### config.mk
export PLATFORM = sky130hd
export DESIGN_NAME = atsk_panel
export DESIGN_NICKNAME = d
export VERILOG_FILES = /design/src/atsk_pkg.sv /design/src/atsk_hold_timer.sv /design/src/atsk_key_filter.sv /design/src/atsk_panel.sv
export SDC_FILE = /design/constraint.sdc
export NUM_CORES = 1
export LEC_CHECK = 0
export BUFFER_PORTS_ARGS = -buffer_cell sky130_fd_sc_hd__buf_2
export CELL_PAD_IN_SITES_DETAIL_PLACEMENT = 0
export CELL_PAD_IN_SITES_GLOBAL_PLACEMENT = 1
export CORE_ASPECT_RATIO = 1.5
export CORE_MARGIN = 2
export CORE_UTILIZATION = 50
export CTS_CLUSTER_DIAMETER = 200
export DETAILED_ROUTE_END_ITERATION = 8
export GPL_TIMING_DRIVEN = 0
export PLACE_DENSITY = 0.88
export SKIP_LAST_GASP = 1
export SLEW_MARGIN = 20
export SYNTH_ARGS = -nofsm -noshare
export SYNTH_HDL_FRONTEND = slang
export SYNTH_HIERARCHICAL = 1
export SYNTH_SLANG_ARGS = --single-unit
### constraint.sdc
create_clock -name pclk -period 5.7 [get_ports pclk]
set_clock_uncertainty 0.15 [all_clocks]
set_input_delay 0.285 -clock pclk [delete_from_list [all_inputs] [get_ports pclk]]
set_output_delay 0.285 -clock pclk [all_outputs]
set_load 0.05 [all_outputs]
### src/atsk_pkg.sv
package atsk_pkg;

	// Clock and the millisecond time base.
	localparam int unsigned CLK_NS        = 20;
	localparam int unsigned TICK_NS       = 1_000_000;
	localparam int unsigned TICK_CYCLES_D = TICK_NS / CLK_NS;

	// Operator timing, in milliseconds of the common tick.
	localparam int unsigned DEBOUNCE_MS   = 20;
	localparam int unsigned IDLE_MS       = 60_000;
	localparam int unsigned DEV_HOLD_MS   = 300;
	localparam int unsigned GUARD_MS      = 1_000;
	localparam int unsigned GEN_HOLD_MS   = 5_000;
	localparam int unsigned BLINK_MS      = 250;

	// Register byte offsets on the APB slave.
	localparam logic [7:0] OFS_CFG   = 8'h00;
	localparam logic [7:0] OFS_MODE  = 8'h04;
	localparam logic [7:0] OFS_DELAY = 8'h08;
	localparam logic [7:0] OFS_STAT  = 8'h0c;

	// Configuration register field positions.
	localparam int CFG_PHASE_LO = 0;
	localparam int CFG_LN_DEF   = 2;
	localparam int CFG_FB_ASGN  = 3;
	localparam int CFG_BRK_ASGN = 4;
	localparam int CFG_GEN_SBY  = 5;
	localparam int CFG_PULSE    = 6;
	localparam int CFG_DIS_OUT  = 7;
	localparam int CFG_TEST_EN  = 8;
	localparam int CFG_CLK_SET  = 9;
	localparam int CFG_REMOTE   = 10;
	localparam int CFG_W        = 11;

	// Reset values.
	localparam logic [CFG_W-1:0] CFG_RST   = 11'h000;
	localparam logic [15:0]      DELAY_RST = 16'h01f4;

	// Key positions inside the key bus.
	localparam int KEY_SEL1 = 0;
	localparam int KEY_SEL2 = 1;
	localparam int KEY_TEST = 2;
	localparam int KEY_AUT  = 3;
	localparam int KEY_MAN  = 4;
	localparam int KEY_OFF  = 5;
	localparam int KEY_DEV1 = 6;
	localparam int KEY_DEV2 = 7;
	localparam int KEY_N    = 8;

	// Measurement configuration codes.
	localparam logic [1:0] PH_THREE  = 2'h0;
	localparam logic [1:0] PH_TWO    = 2'h1;
	localparam logic [1:0] PH_SINGLE = 2'h2;

	// Reading indices: three L-L, three L-N, then frequency.
	localparam logic [2:0] RD_LL1  = 3'h0;
	localparam logic [2:0] RD_LN1  = 3'h3;
	localparam logic [2:0] RD_LN2  = 3'h4;
	localparam logic [2:0] RD_FREQ = 3'h6;

	// Operating modes, Gray ordered OFF, HAND_OPERATED_MODE, AUTOMATIC_TRANSFER_MODE, TEST.
	typedef enum logic [1:0] {
		MODE_OFF  = 2'h0,
		MODE_MAN  = 2'h1,
		MODE_AUT  = 2'h3,
		MODE_TEST = 2'h2
	} atsk_mode_t;

	// Manual open-before-close sequencer.
	typedef enum logic [1:0] {
		SEQ_IDLE  = 2'h0,
		SEQ_WAIT  = 2'h1,
		SEQ_CLOSE = 2'h3
	} atsk_seq_t;

	// LED drive codes.
	typedef enum logic [1:0] {
		LED_DARK  = 2'h0,
		LED_ON    = 2'h1,
		LED_FLASH = 2'h2
	} atsk_led_t;

endpackage

### src/atsk_hold_timer.sv
`timescale 1ns/1ns
`default_nettype none

// Fires one pulse once a filtered key has been held for HOLD ticks.
module atsk_hold_timer
	import atsk_pkg::*;
#(
	parameter int HOLD = 300
)(
	input  wire logic pclk,
	input  wire logic presetn,
	input  wire logic tick,
	input  wire logic held,
	output logic      fire
);

	localparam int CW = $clog2(HOLD + 1);

	logic [CW-1:0] cnt;   // Ticks held so far, parked at HOLD after firing.

	generate
		if (HOLD < 1)
		begin : g_bad
			$error("atsk_hold_timer: HOLD must be at least one tick");
		end
	endgenerate

	// Parking at HOLD keeps a long press from repeating the command.
	always_ff @(posedge pclk or negedge presetn)
	begin
		if (!presetn)
		begin
			cnt  <= '0;
			fire <= 1'b0;
		end
		else
		begin
			fire <= held && tick && cnt == CW'(HOLD - 1);
			if (!held)
				cnt <= '0;
			else if (tick && cnt != CW'(HOLD))
				cnt <= cnt + 1'b1;
		end
	end

endmodule // atsk_hold_timer
`default_nettype wire

### src/atsk_key_filter.sv
`timescale 1ns/1ns
`default_nettype none

// Debounces every key on the millisecond tick and flags each new press.
module atsk_key_filter
	import atsk_pkg::*;
#(
	parameter int N      = 8,
	parameter int STABLE = 20
)(
	input  wire logic         pclk,
	input  wire logic         presetn,
	input  wire logic         tick,
	input  wire logic [N-1:0] raw,
	output logic      [N-1:0] level,
	output logic      [N-1:0] press
);

	localparam int CW = $clog2(STABLE + 1);

	generate
		if (STABLE < 1)
		begin : g_bad
			$error("atsk_key_filter: STABLE must be at least one tick");
		end
		for (genvar k = 0; k < N; k++)
		begin : g_key
			logic [CW-1:0] cnt;   // Ticks the raw level has differed from the filtered one.
			wire           differ = raw[k] ^ level[k];
			// A level is accepted at the STABLE-th tick it has held through, so after at least STABLE-1 whole ticks.
			always_ff @(posedge pclk or negedge presetn)
			begin
				if (!presetn)
				begin
					cnt      <= '0;
					level[k] <= 1'b0;
					press[k] <= 1'b0;
				end
				else
				begin
					press[k] <= 1'b0;
					if (!differ)
						cnt <= '0;
					else if (tick && cnt == CW'(STABLE - 1))
					begin
						cnt      <= '0;
						level[k] <= raw[k];
						press[k] <= raw[k];
					end
					else if (tick)
						cnt <= cnt + 1'b1;
				end
			end
		end
	endgenerate

endmodule // atsk_key_filter
`default_nettype wire

### src/atsk_panel.sv
// Functional notes
// - Select key steps readings, LED marks it.
// - Offered readings follow phase configuration.
// - One idle minute restores the default reading.
// - Alarm code shown; select key hides it.
// - Line LED on, dark or flashing.
// - Device LED closed, open, moving, timeout.
// - Device LED follows feedback or control output.
// - Removed LED on, off, flashing on alarm.
// - Tripped LED on, off, flashing on alarm.
// - Breaker LEDs dark when inputs unassigned.
// - Alarm LED flashes while any alarm active.
// - Trial LED shows test state, clock unset.
// - Four mode keys, one mode LED lit.
// - Mode kept across power loss.
// - Mode LED flashes during remote operation.
// - Disabled mode performs no switching.
// - Disabled mode outputs per pulse or parameter.
// - Programming menus only in disabled mode.
// - Disabled key clears alarms whose cause ended.
// - Manual device key held 300 ms toggles.
// - Manual command needs one second since last.
// - Close opens the other first, then delays.
// - Five second manual key toggles generator.
`timescale 1ns/1ns
`default_nettype none

module atsk_panel
	import atsk_pkg::*;
#(
	parameter int TICK_CYCLES = TICK_CYCLES_D,
	parameter int IDLE_TICKS  = IDLE_MS,
	parameter int GEN_TICKS   = GEN_HOLD_MS
)(
	input  wire logic              pclk,
	input  wire logic              presetn,
	input  wire logic              psel,
	input  wire logic              penable,
	input  wire logic              pwrite,
	input  wire logic [7:0]        paddr,
	input  wire logic [31:0]       pwdata,
	output logic      [31:0]       prdata,
	output logic                   pready,
	output logic                   pslverr,
	input  wire logic [KEY_N-1:0]  keys,
	input  wire logic [1:0]        line_ok,
	input  wire logic [1:0]        line_flash,
	input  wire logic [1:0]        dev_fb,
	input  wire logic [1:0]        dev_timeout,
	input  wire logic              brk_removed,
	input  wire logic              brk_removed_alarm,
	input  wire logic              brk_tripped,
	input  wire logic              brk_breaker_tripped_led_alarm,
	input  wire logic              alarm_active,
	input  wire logic              alarm_cause,
	input  wire logic              test_running,
	input  wire logic [1:0]        nv_mode,
	output logic      [2:0]        reading1,
	output logic      [2:0]        reading2,
	output logic                   show_alarm,
	output logic      [1:0]        led_line,
	output logic      [1:0]        led_dev_green,
	output logic      [1:0]        led_dev_red,
	output logic                   breaker_removed_led,
	output logic                   breaker_tripped_led,
	output logic                   led_alarm,
	output logic                   led_test_green,
	output logic                   led_test_red,
	output logic      [3:0]        led_mode,
	output logic      [1:0]        dev_drive,
	output logic                   gen_run,
	output logic                   alarm_clear,
	output logic                   prog_enable,
	output logic      [1:0]        nv_mode_out,
	output logic                   nv_write
);

	generate
		if (TICK_CYCLES < 2 || IDLE_TICKS < 2 || GEN_TICKS < 2)
		begin : g_bad
			$error("atsk_panel: timing parameters too small");
		end
	endgenerate

	// Next reading in the display sequence for the measurement configuration.
	function automatic logic [2:0] step_reading(input logic [2:0] cur, input logic [1:0] ph);
		logic [2:0] nxt;
		nxt = RD_LN1;
		case (ph)
			PH_THREE:  nxt = (cur == RD_FREQ) ? RD_LL1 : cur + 3'h1;
			PH_TWO:    nxt = (cur == RD_LL1) ? RD_LN1 : (cur == RD_LN1) ? RD_LN2 :
					(cur == RD_LN2) ? RD_FREQ : RD_LL1;
			default:   nxt = (cur == RD_LN1) ? RD_FREQ : RD_LN1;
		endcase
		return nxt;
	endfunction

	// Default reading: first L-L voltage unless L-N is chosen or only one phase exists.
	function automatic logic [2:0] home_reading(input logic [1:0] ph, input logic ln);
		return (ln || ph == PH_SINGLE) ? RD_LN1 : RD_LL1;
	endfunction

	// Lamp level for a drive code at the current blink phase.
	function automatic logic lamp(input atsk_led_t code, input logic ph);
		return code == LED_ON || (code == LED_FLASH && ph);
	endfunction

	// ---------------- Registers and state ----------------
	logic [CFG_W-1:0] cfg;          // Configuration bits written by software.
	logic [15:0]      delay_ms;     // Programmed open-to-close delay.
	atsk_mode_t       mode;         // Active operating mode.
	logic             nv_loaded;    // Stored mode has been taken after reset.
	logic [$clog2(TICK_CYCLES)-1:0] tick_cnt;
	logic             tick;         // One-cycle millisecond strobe.
	logic [$clog2(BLINK_MS)-1:0] blink_cnt;
	logic             blink;        // Flash phase shared by every LED.
	logic [$clog2(IDLE_TICKS+1)-1:0] idle_cnt;
	logic             suppress;     // Alarm code hidden by the select key.
	logic [1:0]       dev_close;    // Commanded state of each switching device.
	logic [$clog2(GUARD_MS+1)-1:0] guard_cnt;
	atsk_seq_t        seq;          // Open-before-close sequencer state.
	logic             seq_target;   // Device that closes at the end of the wait.
	logic [15:0]      wait_cnt;     // Delay ticks elapsed in the wait.

	wire [1:0] phase  = cfg[CFG_PHASE_LO +: 2];
	wire       fb_asg = cfg[CFG_FB_ASGN];
	wire       br_asg = cfg[CFG_BRK_ASGN];

	// ---------------- Millisecond tick and blink ----------------
	// Every operator time counts this tick, so one divider serves them all.
	always_ff @(posedge pclk or negedge presetn)
	begin
		if (!presetn)
		begin
			tick_cnt <= '0;
			tick     <= 1'b0;
		end
		else
		begin
			tick     <= tick_cnt == $bits(tick_cnt)'(TICK_CYCLES - 1);
			tick_cnt <= tick ? '0 : tick_cnt + 1'b1;
		end
	end

	// The blink phase flips every BLINK_MS ticks.
	always_ff @(posedge pclk or negedge presetn)
	begin
		if (!presetn)
		begin
			blink_cnt <= '0;
			blink     <= 1'b0;
		end
		else if (tick)
		begin
			blink_cnt <= (blink_cnt == $bits(blink_cnt)'(BLINK_MS - 1)) ? '0 : blink_cnt + 1'b1;
			if (blink_cnt == $bits(blink_cnt)'(BLINK_MS - 1))
				blink <= ~blink;
		end
	end

	// ---------------- Keys ----------------
	logic [KEY_N-1:0] key_lvl;   // Debounced key levels.
	logic [KEY_N-1:0] key_hit;   // One-cycle strobe per new press.
	logic [1:0]       dev_fire;  // Device key held long enough.
	logic             gen_fire;  // Manual-mode key held long enough.

	atsk_key_filter #(.N(KEY_N), .STABLE(DEBOUNCE_MS)) u_keys (
		.pclk    (pclk),
		.presetn (presetn),
		.tick    (tick),
		.raw     (keys),
		.level   (key_lvl),
		.press   (key_hit)
	);

	generate
		for (genvar d = 0; d < 2; d++)
		begin : g_dev_hold
			atsk_hold_timer #(.HOLD(DEV_HOLD_MS)) u_hold (
				.pclk    (pclk),
				.presetn (presetn),
				.tick    (tick),
				.held    (key_lvl[KEY_DEV1 + d]),
				.fire    (dev_fire[d])
			);
		end
	endgenerate

	atsk_hold_timer #(.HOLD(GEN_TICKS)) u_gen_hold (
		.pclk    (pclk),
		.presetn (presetn),
		.tick    (tick),
		.held    (key_lvl[KEY_MAN]),
		.fire    (gen_fire)
	);

	// ---------------- APB slave ----------------
	wire setup   = psel && !penable;
	wire wr_done = psel && penable && pready && pwrite;
	wire hit_cfg = paddr == OFS_CFG;
	wire hit_mod = paddr == OFS_MODE;
	wire hit_dly = paddr == OFS_DELAY;
	wire hit_st  = paddr == OFS_STAT;
	wire mapped  = hit_cfg || hit_mod || hit_dly || hit_st;
	wire remote_mode = wr_done && hit_mod;

	// Read data is caught in the setup cycle so the access cycle ends at once.
	wire [31:0] rd_mux =
		hit_cfg ? {21'h0, cfg} :
		hit_mod ? {30'h0, mode} :
		hit_dly ? {16'h0, delay_ms} :
		hit_st  ? {19'h0, show_alarm, seq != SEQ_IDLE, gen_run, dev_close,
				reading2, reading1, mode} : 32'h0;

	always_ff @(posedge pclk or negedge presetn)
	begin
		if (!presetn)
		begin
			pready  <= 1'b0;
			pslverr <= 1'b0;
			prdata  <= 32'h0;
		end
		else
		begin
			pready  <= setup;
			pslverr <= setup && !mapped;
			prdata  <= (setup && !pwrite) ? rd_mux : 32'h0;
		end
	end

	// Configuration and delay registers take the write at the access edge.
	always_ff @(posedge pclk or negedge presetn)
	begin
		if (!presetn)
		begin
			cfg      <= CFG_RST;
			delay_ms <= DELAY_RST;
		end
		else if (wr_done)
		begin
			if (hit_cfg)
				cfg <= pwdata[CFG_W-1:0];
			if (hit_dly)
				delay_ms <= pwdata[15:0];
		end
	end

	// ---------------- Operating mode ----------------
	wire       mode_key = |key_hit[KEY_OFF:KEY_TEST];
	atsk_mode_t key_mode;
	assign key_mode = key_hit[KEY_TEST] ? MODE_TEST :
			  key_hit[KEY_AUT]  ? MODE_AUT  :
			  key_hit[KEY_MAN]  ? MODE_MAN  : MODE_OFF;
	atsk_mode_t next_mode;
	assign next_mode = !nv_loaded  ? atsk_mode_t'(nv_mode) :
			   remote_mode ? atsk_mode_t'(pwdata[1:0]) :
			   mode_key    ? key_mode : mode;

	// The stored mode is taken one edge after reset, never under the reset itself.
	always_ff @(posedge pclk or negedge presetn)
	begin
		if (!presetn)
		begin
			mode        <= MODE_OFF;
			nv_loaded   <= 1'b0;
			nv_write    <= 1'b0;
			nv_mode_out <= 2'h0;
		end
		else
		begin
			nv_loaded   <= 1'b1;
			mode        <= next_mode;
			nv_write    <= nv_loaded && next_mode != mode;
			nv_mode_out <= next_mode;
		end
	end

	wire is_off = mode == MODE_OFF;
	wire is_man = mode == MODE_MAN;

	// ---------------- Reading selection ----------------
	wire idle_done = idle_cnt == $bits(idle_cnt)'(IDLE_TICKS);
	wire any_key   = |key_lvl;
	// The timeout acts once, at the tick that ends the minute, so a later press is not lost.
	wire idle_home = tick && !any_key && idle_cnt == $bits(idle_cnt)'(IDLE_TICKS - 1);

	// Any key restarts the idle minute; its end restores the default readings.
	always_ff @(posedge pclk or negedge presetn)
	begin
		if (!presetn)
			idle_cnt <= '0;
		else if (any_key)
			idle_cnt <= '0;
		else if (tick && !idle_done)
			idle_cnt <= idle_cnt + 1'b1;
	end

	// A select key steps its own line; any configuration write or timeout goes home.
	always_ff @(posedge pclk or negedge presetn)
	begin
		if (!presetn)
		begin
			reading1 <= RD_LL1;
			reading2 <= RD_LL1;
		end
		else if (idle_home || (wr_done && hit_cfg))
		begin
			reading1 <= home_reading(phase, cfg[CFG_LN_DEF]);
			reading2 <= home_reading(phase, cfg[CFG_LN_DEF]);
		end
		else
		begin
			if (key_hit[KEY_SEL1] && !show_alarm)
				reading1 <= step_reading(reading1, phase);
			if (key_hit[KEY_SEL2])
				reading2 <= step_reading(reading2, phase);
		end
	end

	// The first select key hides the alarm code until the alarm ends or time runs out.
	always_ff @(posedge pclk or negedge presetn)
	begin
		if (!presetn)
		begin
			suppress   <= 1'b0;
			show_alarm <= 1'b0;
		end
		else
		begin
			if (!alarm_active || idle_home)
				suppress <= 1'b0;
			else if (key_hit[KEY_SEL1])
				suppress <= 1'b1;
			show_alarm <= alarm_active && !suppress;
		end
	end

	// ---------------- Manual switching ----------------
	wire guard_ok = guard_cnt == $bits(guard_cnt)'(GUARD_MS);
	wire seq_idle = seq == SEQ_IDLE;
	wire take     = is_man && guard_ok && seq_idle;
	wire req_dev  = dev_fire[1];
	wire req_any  = take && |dev_fire;
	wire wait_end = wait_cnt >= delay_ms;

	logic [1:0] next_close;  // Device commands after this cycle.
	atsk_seq_t  next_seq;
	always_comb
	begin
		next_close = dev_close;
		next_seq   = seq;
		case (seq)
			SEQ_IDLE:
				if (req_any)
				begin
					if (dev_close[req_dev])
						next_close[req_dev] = 1'b0;
					else if (dev_close[!req_dev])
					begin
						next_close[!req_dev] = 1'b0;
						next_seq             = SEQ_WAIT;
					end
					else
						next_close[req_dev] = 1'b1;
				end
			SEQ_WAIT:
				if (is_off)
					next_seq = SEQ_IDLE;
				else if (wait_end)
					next_seq = SEQ_CLOSE;
			SEQ_CLOSE:
			begin
				next_close[seq_target] = 1'b1;
				next_seq               = SEQ_IDLE;
			end
			default:
				next_seq = SEQ_IDLE;
		endcase
	end

	// Commands, sequencer and the guard time since the last operation.
	always_ff @(posedge pclk or negedge presetn)
	begin
		if (!presetn)
		begin
			dev_close  <= 2'h0;
			seq        <= SEQ_IDLE;
			seq_target <= 1'b0;
			wait_cnt   <= 16'h0;
			// No operation precedes reset, so the guard starts out satisfied.
			guard_cnt  <= $bits(guard_cnt)'(GUARD_MS);
		end
		else
		begin
			dev_close <= next_close;
			seq       <= next_seq;
			if (req_any && seq_idle)
				seq_target <= req_dev;
			wait_cnt <= (seq != SEQ_WAIT) ? 16'h0 : wait_cnt + {15'h0, tick};
			if (next_close != dev_close)
				guard_cnt <= '0;
			else if (tick && !guard_ok)
				guard_cnt <= guard_cnt + 1'b1;
		end
	end

	// Pulse drives stay idle when disabled; continuous drives follow the parameter.
	wire dis_open = is_off && (cfg[CFG_PULSE] || cfg[CFG_DIS_OUT]);

	always_ff @(posedge pclk or negedge presetn)
	begin
		if (!presetn)
		begin
			dev_drive   <= 2'h0;
			gen_run     <= 1'b0;
			alarm_clear <= 1'b0;
			prog_enable <= 1'b0;
		end
		else
		begin
			dev_drive   <= dis_open ? 2'h0 : dev_close;
			if (gen_fire && is_man && cfg[CFG_GEN_SBY])
				gen_run <= ~gen_run;
			alarm_clear <= key_hit[KEY_OFF] && !alarm_cause;
			prog_enable <= is_off;
		end
	end

	// ---------------- LEDs ----------------
	// Device state comes from feedback when wired, else from our own command.
	wire [1:0] dev_state = fb_asg ? dev_fb : dev_close;
	wire [1:0] dev_move;
	assign dev_move[0] = (fb_asg && dev_fb[0] != dev_close[0]) ||
			     (!seq_idle && !seq_target);
	assign dev_move[1] = (fb_asg && dev_fb[1] != dev_close[1]) ||
			     (!seq_idle && seq_target);

	atsk_led_t rem_code;
	atsk_led_t breaker_tripped_led_code;
	atsk_led_t test_code;
	assign rem_code  = !br_asg ? LED_DARK : brk_removed_alarm ? LED_FLASH :
			   brk_removed ? LED_ON : LED_DARK;
	assign breaker_tripped_led_code = !br_asg ? LED_DARK : !brk_tripped ? LED_DARK :
			   brk_breaker_tripped_led_alarm ? LED_FLASH : LED_ON;
	assign test_code = test_running ? LED_FLASH :
			   cfg[CFG_TEST_EN] ? LED_ON : LED_DARK;

	// Every lamp is registered so the panel never sees a decode glitch.
	always_ff @(posedge pclk or negedge presetn)
	begin
		if (!presetn)
		begin
			led_line            <= 2'h0;
			led_dev_green       <= 2'h0;
			led_dev_red         <= 2'h0;
			breaker_removed_led <= 1'b0;
			breaker_tripped_led <= 1'b0;
			led_alarm           <= 1'b0;
			led_test_green      <= 1'b0;
			led_test_red        <= 1'b0;
			led_mode            <= 4'h0;
		end
		else
		begin
			for (int i = 0; i < 2; i++)
			begin
				led_line[i]      <= line_flash[i] ? blink : line_ok[i];
				led_dev_red[i]   <= dev_timeout[i] && blink;
				led_dev_green[i] <= !dev_timeout[i] &&
					(dev_move[i] ? blink : dev_state[i]);
			end
			breaker_removed_led <= lamp(rem_code, blink);
			breaker_tripped_led <= lamp(breaker_tripped_led_code, blink);
			led_alarm           <= alarm_active && blink;
			led_test_red        <= !cfg[CFG_CLK_SET] && blink;
			led_test_green      <= cfg[CFG_CLK_SET] && lamp(test_code, blink);
			// One lamp per mode; remote operation makes it flash.
			led_mode <= (cfg[CFG_REMOTE] && !blink) ? 4'h0 :
				{next_mode == MODE_TEST, next_mode == MODE_AUT,
				 next_mode == MODE_MAN, next_mode == MODE_OFF};
		end
	end

endmodule // atsk_panel
`default_nettype wire

==> results.tsv <==
metric	value	unit
worstMarginPinSlew	1125	ps
grt_max_degree	91	
crit_fanout	28	
place.gp.congestion	0.8206	
wl_per_cell	16.07	µm
cellPowerDensity	246.9	nW/µm²
layout.nets	1489	
initial_utilization	50.54	%
ff2ff_setup_slack	2940	ps
period_needed	2760	ps
area_delta_synth_final	19.05	%
yosysWarnings	6	
row_count	70	
io_buffers	100	
clk_pin_slew	70	ps
hold_path.class	primary input to register	
dieHeight	195.5	µm
cp_top_family	flip-flops	
criticalPathCategory	register to register	
grtUsageTotal	21.20	%
tns	0	ps
antenna_found_initial	0	
nFillCells	2070	
status	finished clean	
crit_required	5930	ps
cap_violations	0	
root_buffer	clkbuf_16	
worst_path_max_delay_cell	dfrtp_1	
finalHoldViolCount	0	
slew_viol_final	0	
cp_cell_sequence	clkbuf_1 > nand4b_1 > nor2_1 > xnor2_1	
numClockSinks	238	
diodes	0	
tritoncts	done	
drtPass1Iterations	4	
grt_pass1_vias	9336	
via_per_inst	5.445	
syn_area	12220	µm²
irDropWorstVdd	0.2419	mV
ios	134	
cts_setup_buffers	0	
core	24170	µm²
crit_buf_inv	1	
synth.avg_cell_area	10.28	µm²
synth_cells	1188	
vias	9343	
rsz0062_at_grt	no	
clock.fmax	362.3	MHz
die_width	131.6	µm
clkLatencyLatePin	520	ps
slew_headroom	24.99	%
postRouteAntennaNets	0	
dp_hpwl	19440	µm
drive_gt1_share	17.74	%
grt_pass1_wl	45200	µm
clk_path_buf_depth	3	
drc	0	
die_area	25730	µm²
drtIter0Drc	441	
holdWs	63.75	ps
critical_path.max_stage_delay	1080	ps
wirelength	27580	µm
setup_viol	0	
min_period_over_period	48.43	%
cp.arrival	2990	ps
p_leak	0.006745	µW
design_power_total	3592	µW
critPathLaunchType	register	
cts_resized	0	
cts_made_buffers	24	
h-tree-depth	1	
end_kind	register	
overflow	0	
-- report_power, final --
part	internal (µW)	total, µW	switching, µW
logic	66.6	197	130
registers	1700	1710	7.21
clock network	1030	1690	654
-- metal layers --
| metal | share of wire [%] | track usage [%] |
|---|---|---|
| met1 | 40 | 24.55 |
| met2 | 52 | 39.40 |
| met5 | 0 | 0 |
| met4 | 3.9 | 8.977 |
| met3 | 3.5 | 2.466 |
-- flip-flops by register name, indices dropped and copies added (netlist names), 6 cells and up --
signal,flops
blink_cnt,8
cfg,11
delay_ms,16
g_dev_hold.u_hold/cnt,18
guard_cnt,10
idle_cnt,16
prdata,16
tick_cnt,16
u_gen_hold/cnt,13
u_keys/g_key.cnt,40
u_keys/level,8
u_keys/press,6
wait_cnt,16
-- what timing repair did --
| action | CTS | global route |
|---|---|---|
| setup endpoints to repair | 0 | 0 |
| hold buffers | 44 | 0 |
| hold endpoints to repair | 124 | 0 |
-- layout by cell type, fill, tap and decap left out, types with 6 or more instances in the layout --
master,n
clkbuf_1,21
and2_1,32
ha_1,44
clkbuf_16,25
o22ai_1,10
and4b_1,8
buf_2,105
conb_1,17
o21ai_0,65
mux2i_1,33
nor2_1,101
nand2_1,76
inv_1,53
dfrtp_1,226
nand2b_1,16
or3_1,25
and3_1,12
nor4_1,10
clkinv_2,6
nand4_1,36
and3b_1,6
xor2_1,40
nand3_1,27
mux2_2,33
buf_4,17
nor3_1,23
a21oi_1,70
a21boi_0,9
dlygate4sd3_1,44
nor2b_1,29
or4_1,6
dfstp_2,12
xnor2_1,39
a31oi_1,6
clkbuf_8,8
-- worst paths after layout --
path	start	to	cells past startpoint
worst min-delay path	dev_fb[1]	led_dev_green[1]	4
worst min register to register	suppress	show_alarm	1
worst max register to register	tick	blink	4
min in group asynchronous	presetn	prdata[2]	2
max in group asynchronous	presetn	delay_ms[8]	3
worst max-delay path	tick	blink	4
-- layout make-up --
| class | count | area [µm²] | area share (%) |
|---|---|---|---|
| buffer | 48 | 266.5 | 1.832 |
| clock buffer | 34 | 739.5 | 5.084 |
| clock inverter | 9 | 120.1 | 0.8258 |
| inverter | 53 | 198.9 | 1.368 |
| multi-input combinational | 864 | 5838 | 40.14 |
| sequential | 238 | 5971 | 41.05 |
| tap | 324 | 405.4 | 2.787 |
| timing repair buffer | 146 | 1006 | 6.916 |
-- through the flow --
stage                     instances  worst slack (ps)  instance area, µm²  util, %
after floorplan                1203              3478               12270        -
after global placement         1627            -13.23               13180    54.52
after detailed placement       1629              2919               13250    54.79
after CTS                      1716              2913               14550    60.17
after global routing           1716              2778               14550    60.17
final                          1716              2940               14550    60.17
-- tightest hold or removal path, cell delays in order --
cell     delay (ps)
buf_2            90
and2_1          110
o21ai_0          70
a21oi_1         140
No activity file was read; power rests on OpenSTA's default activity.
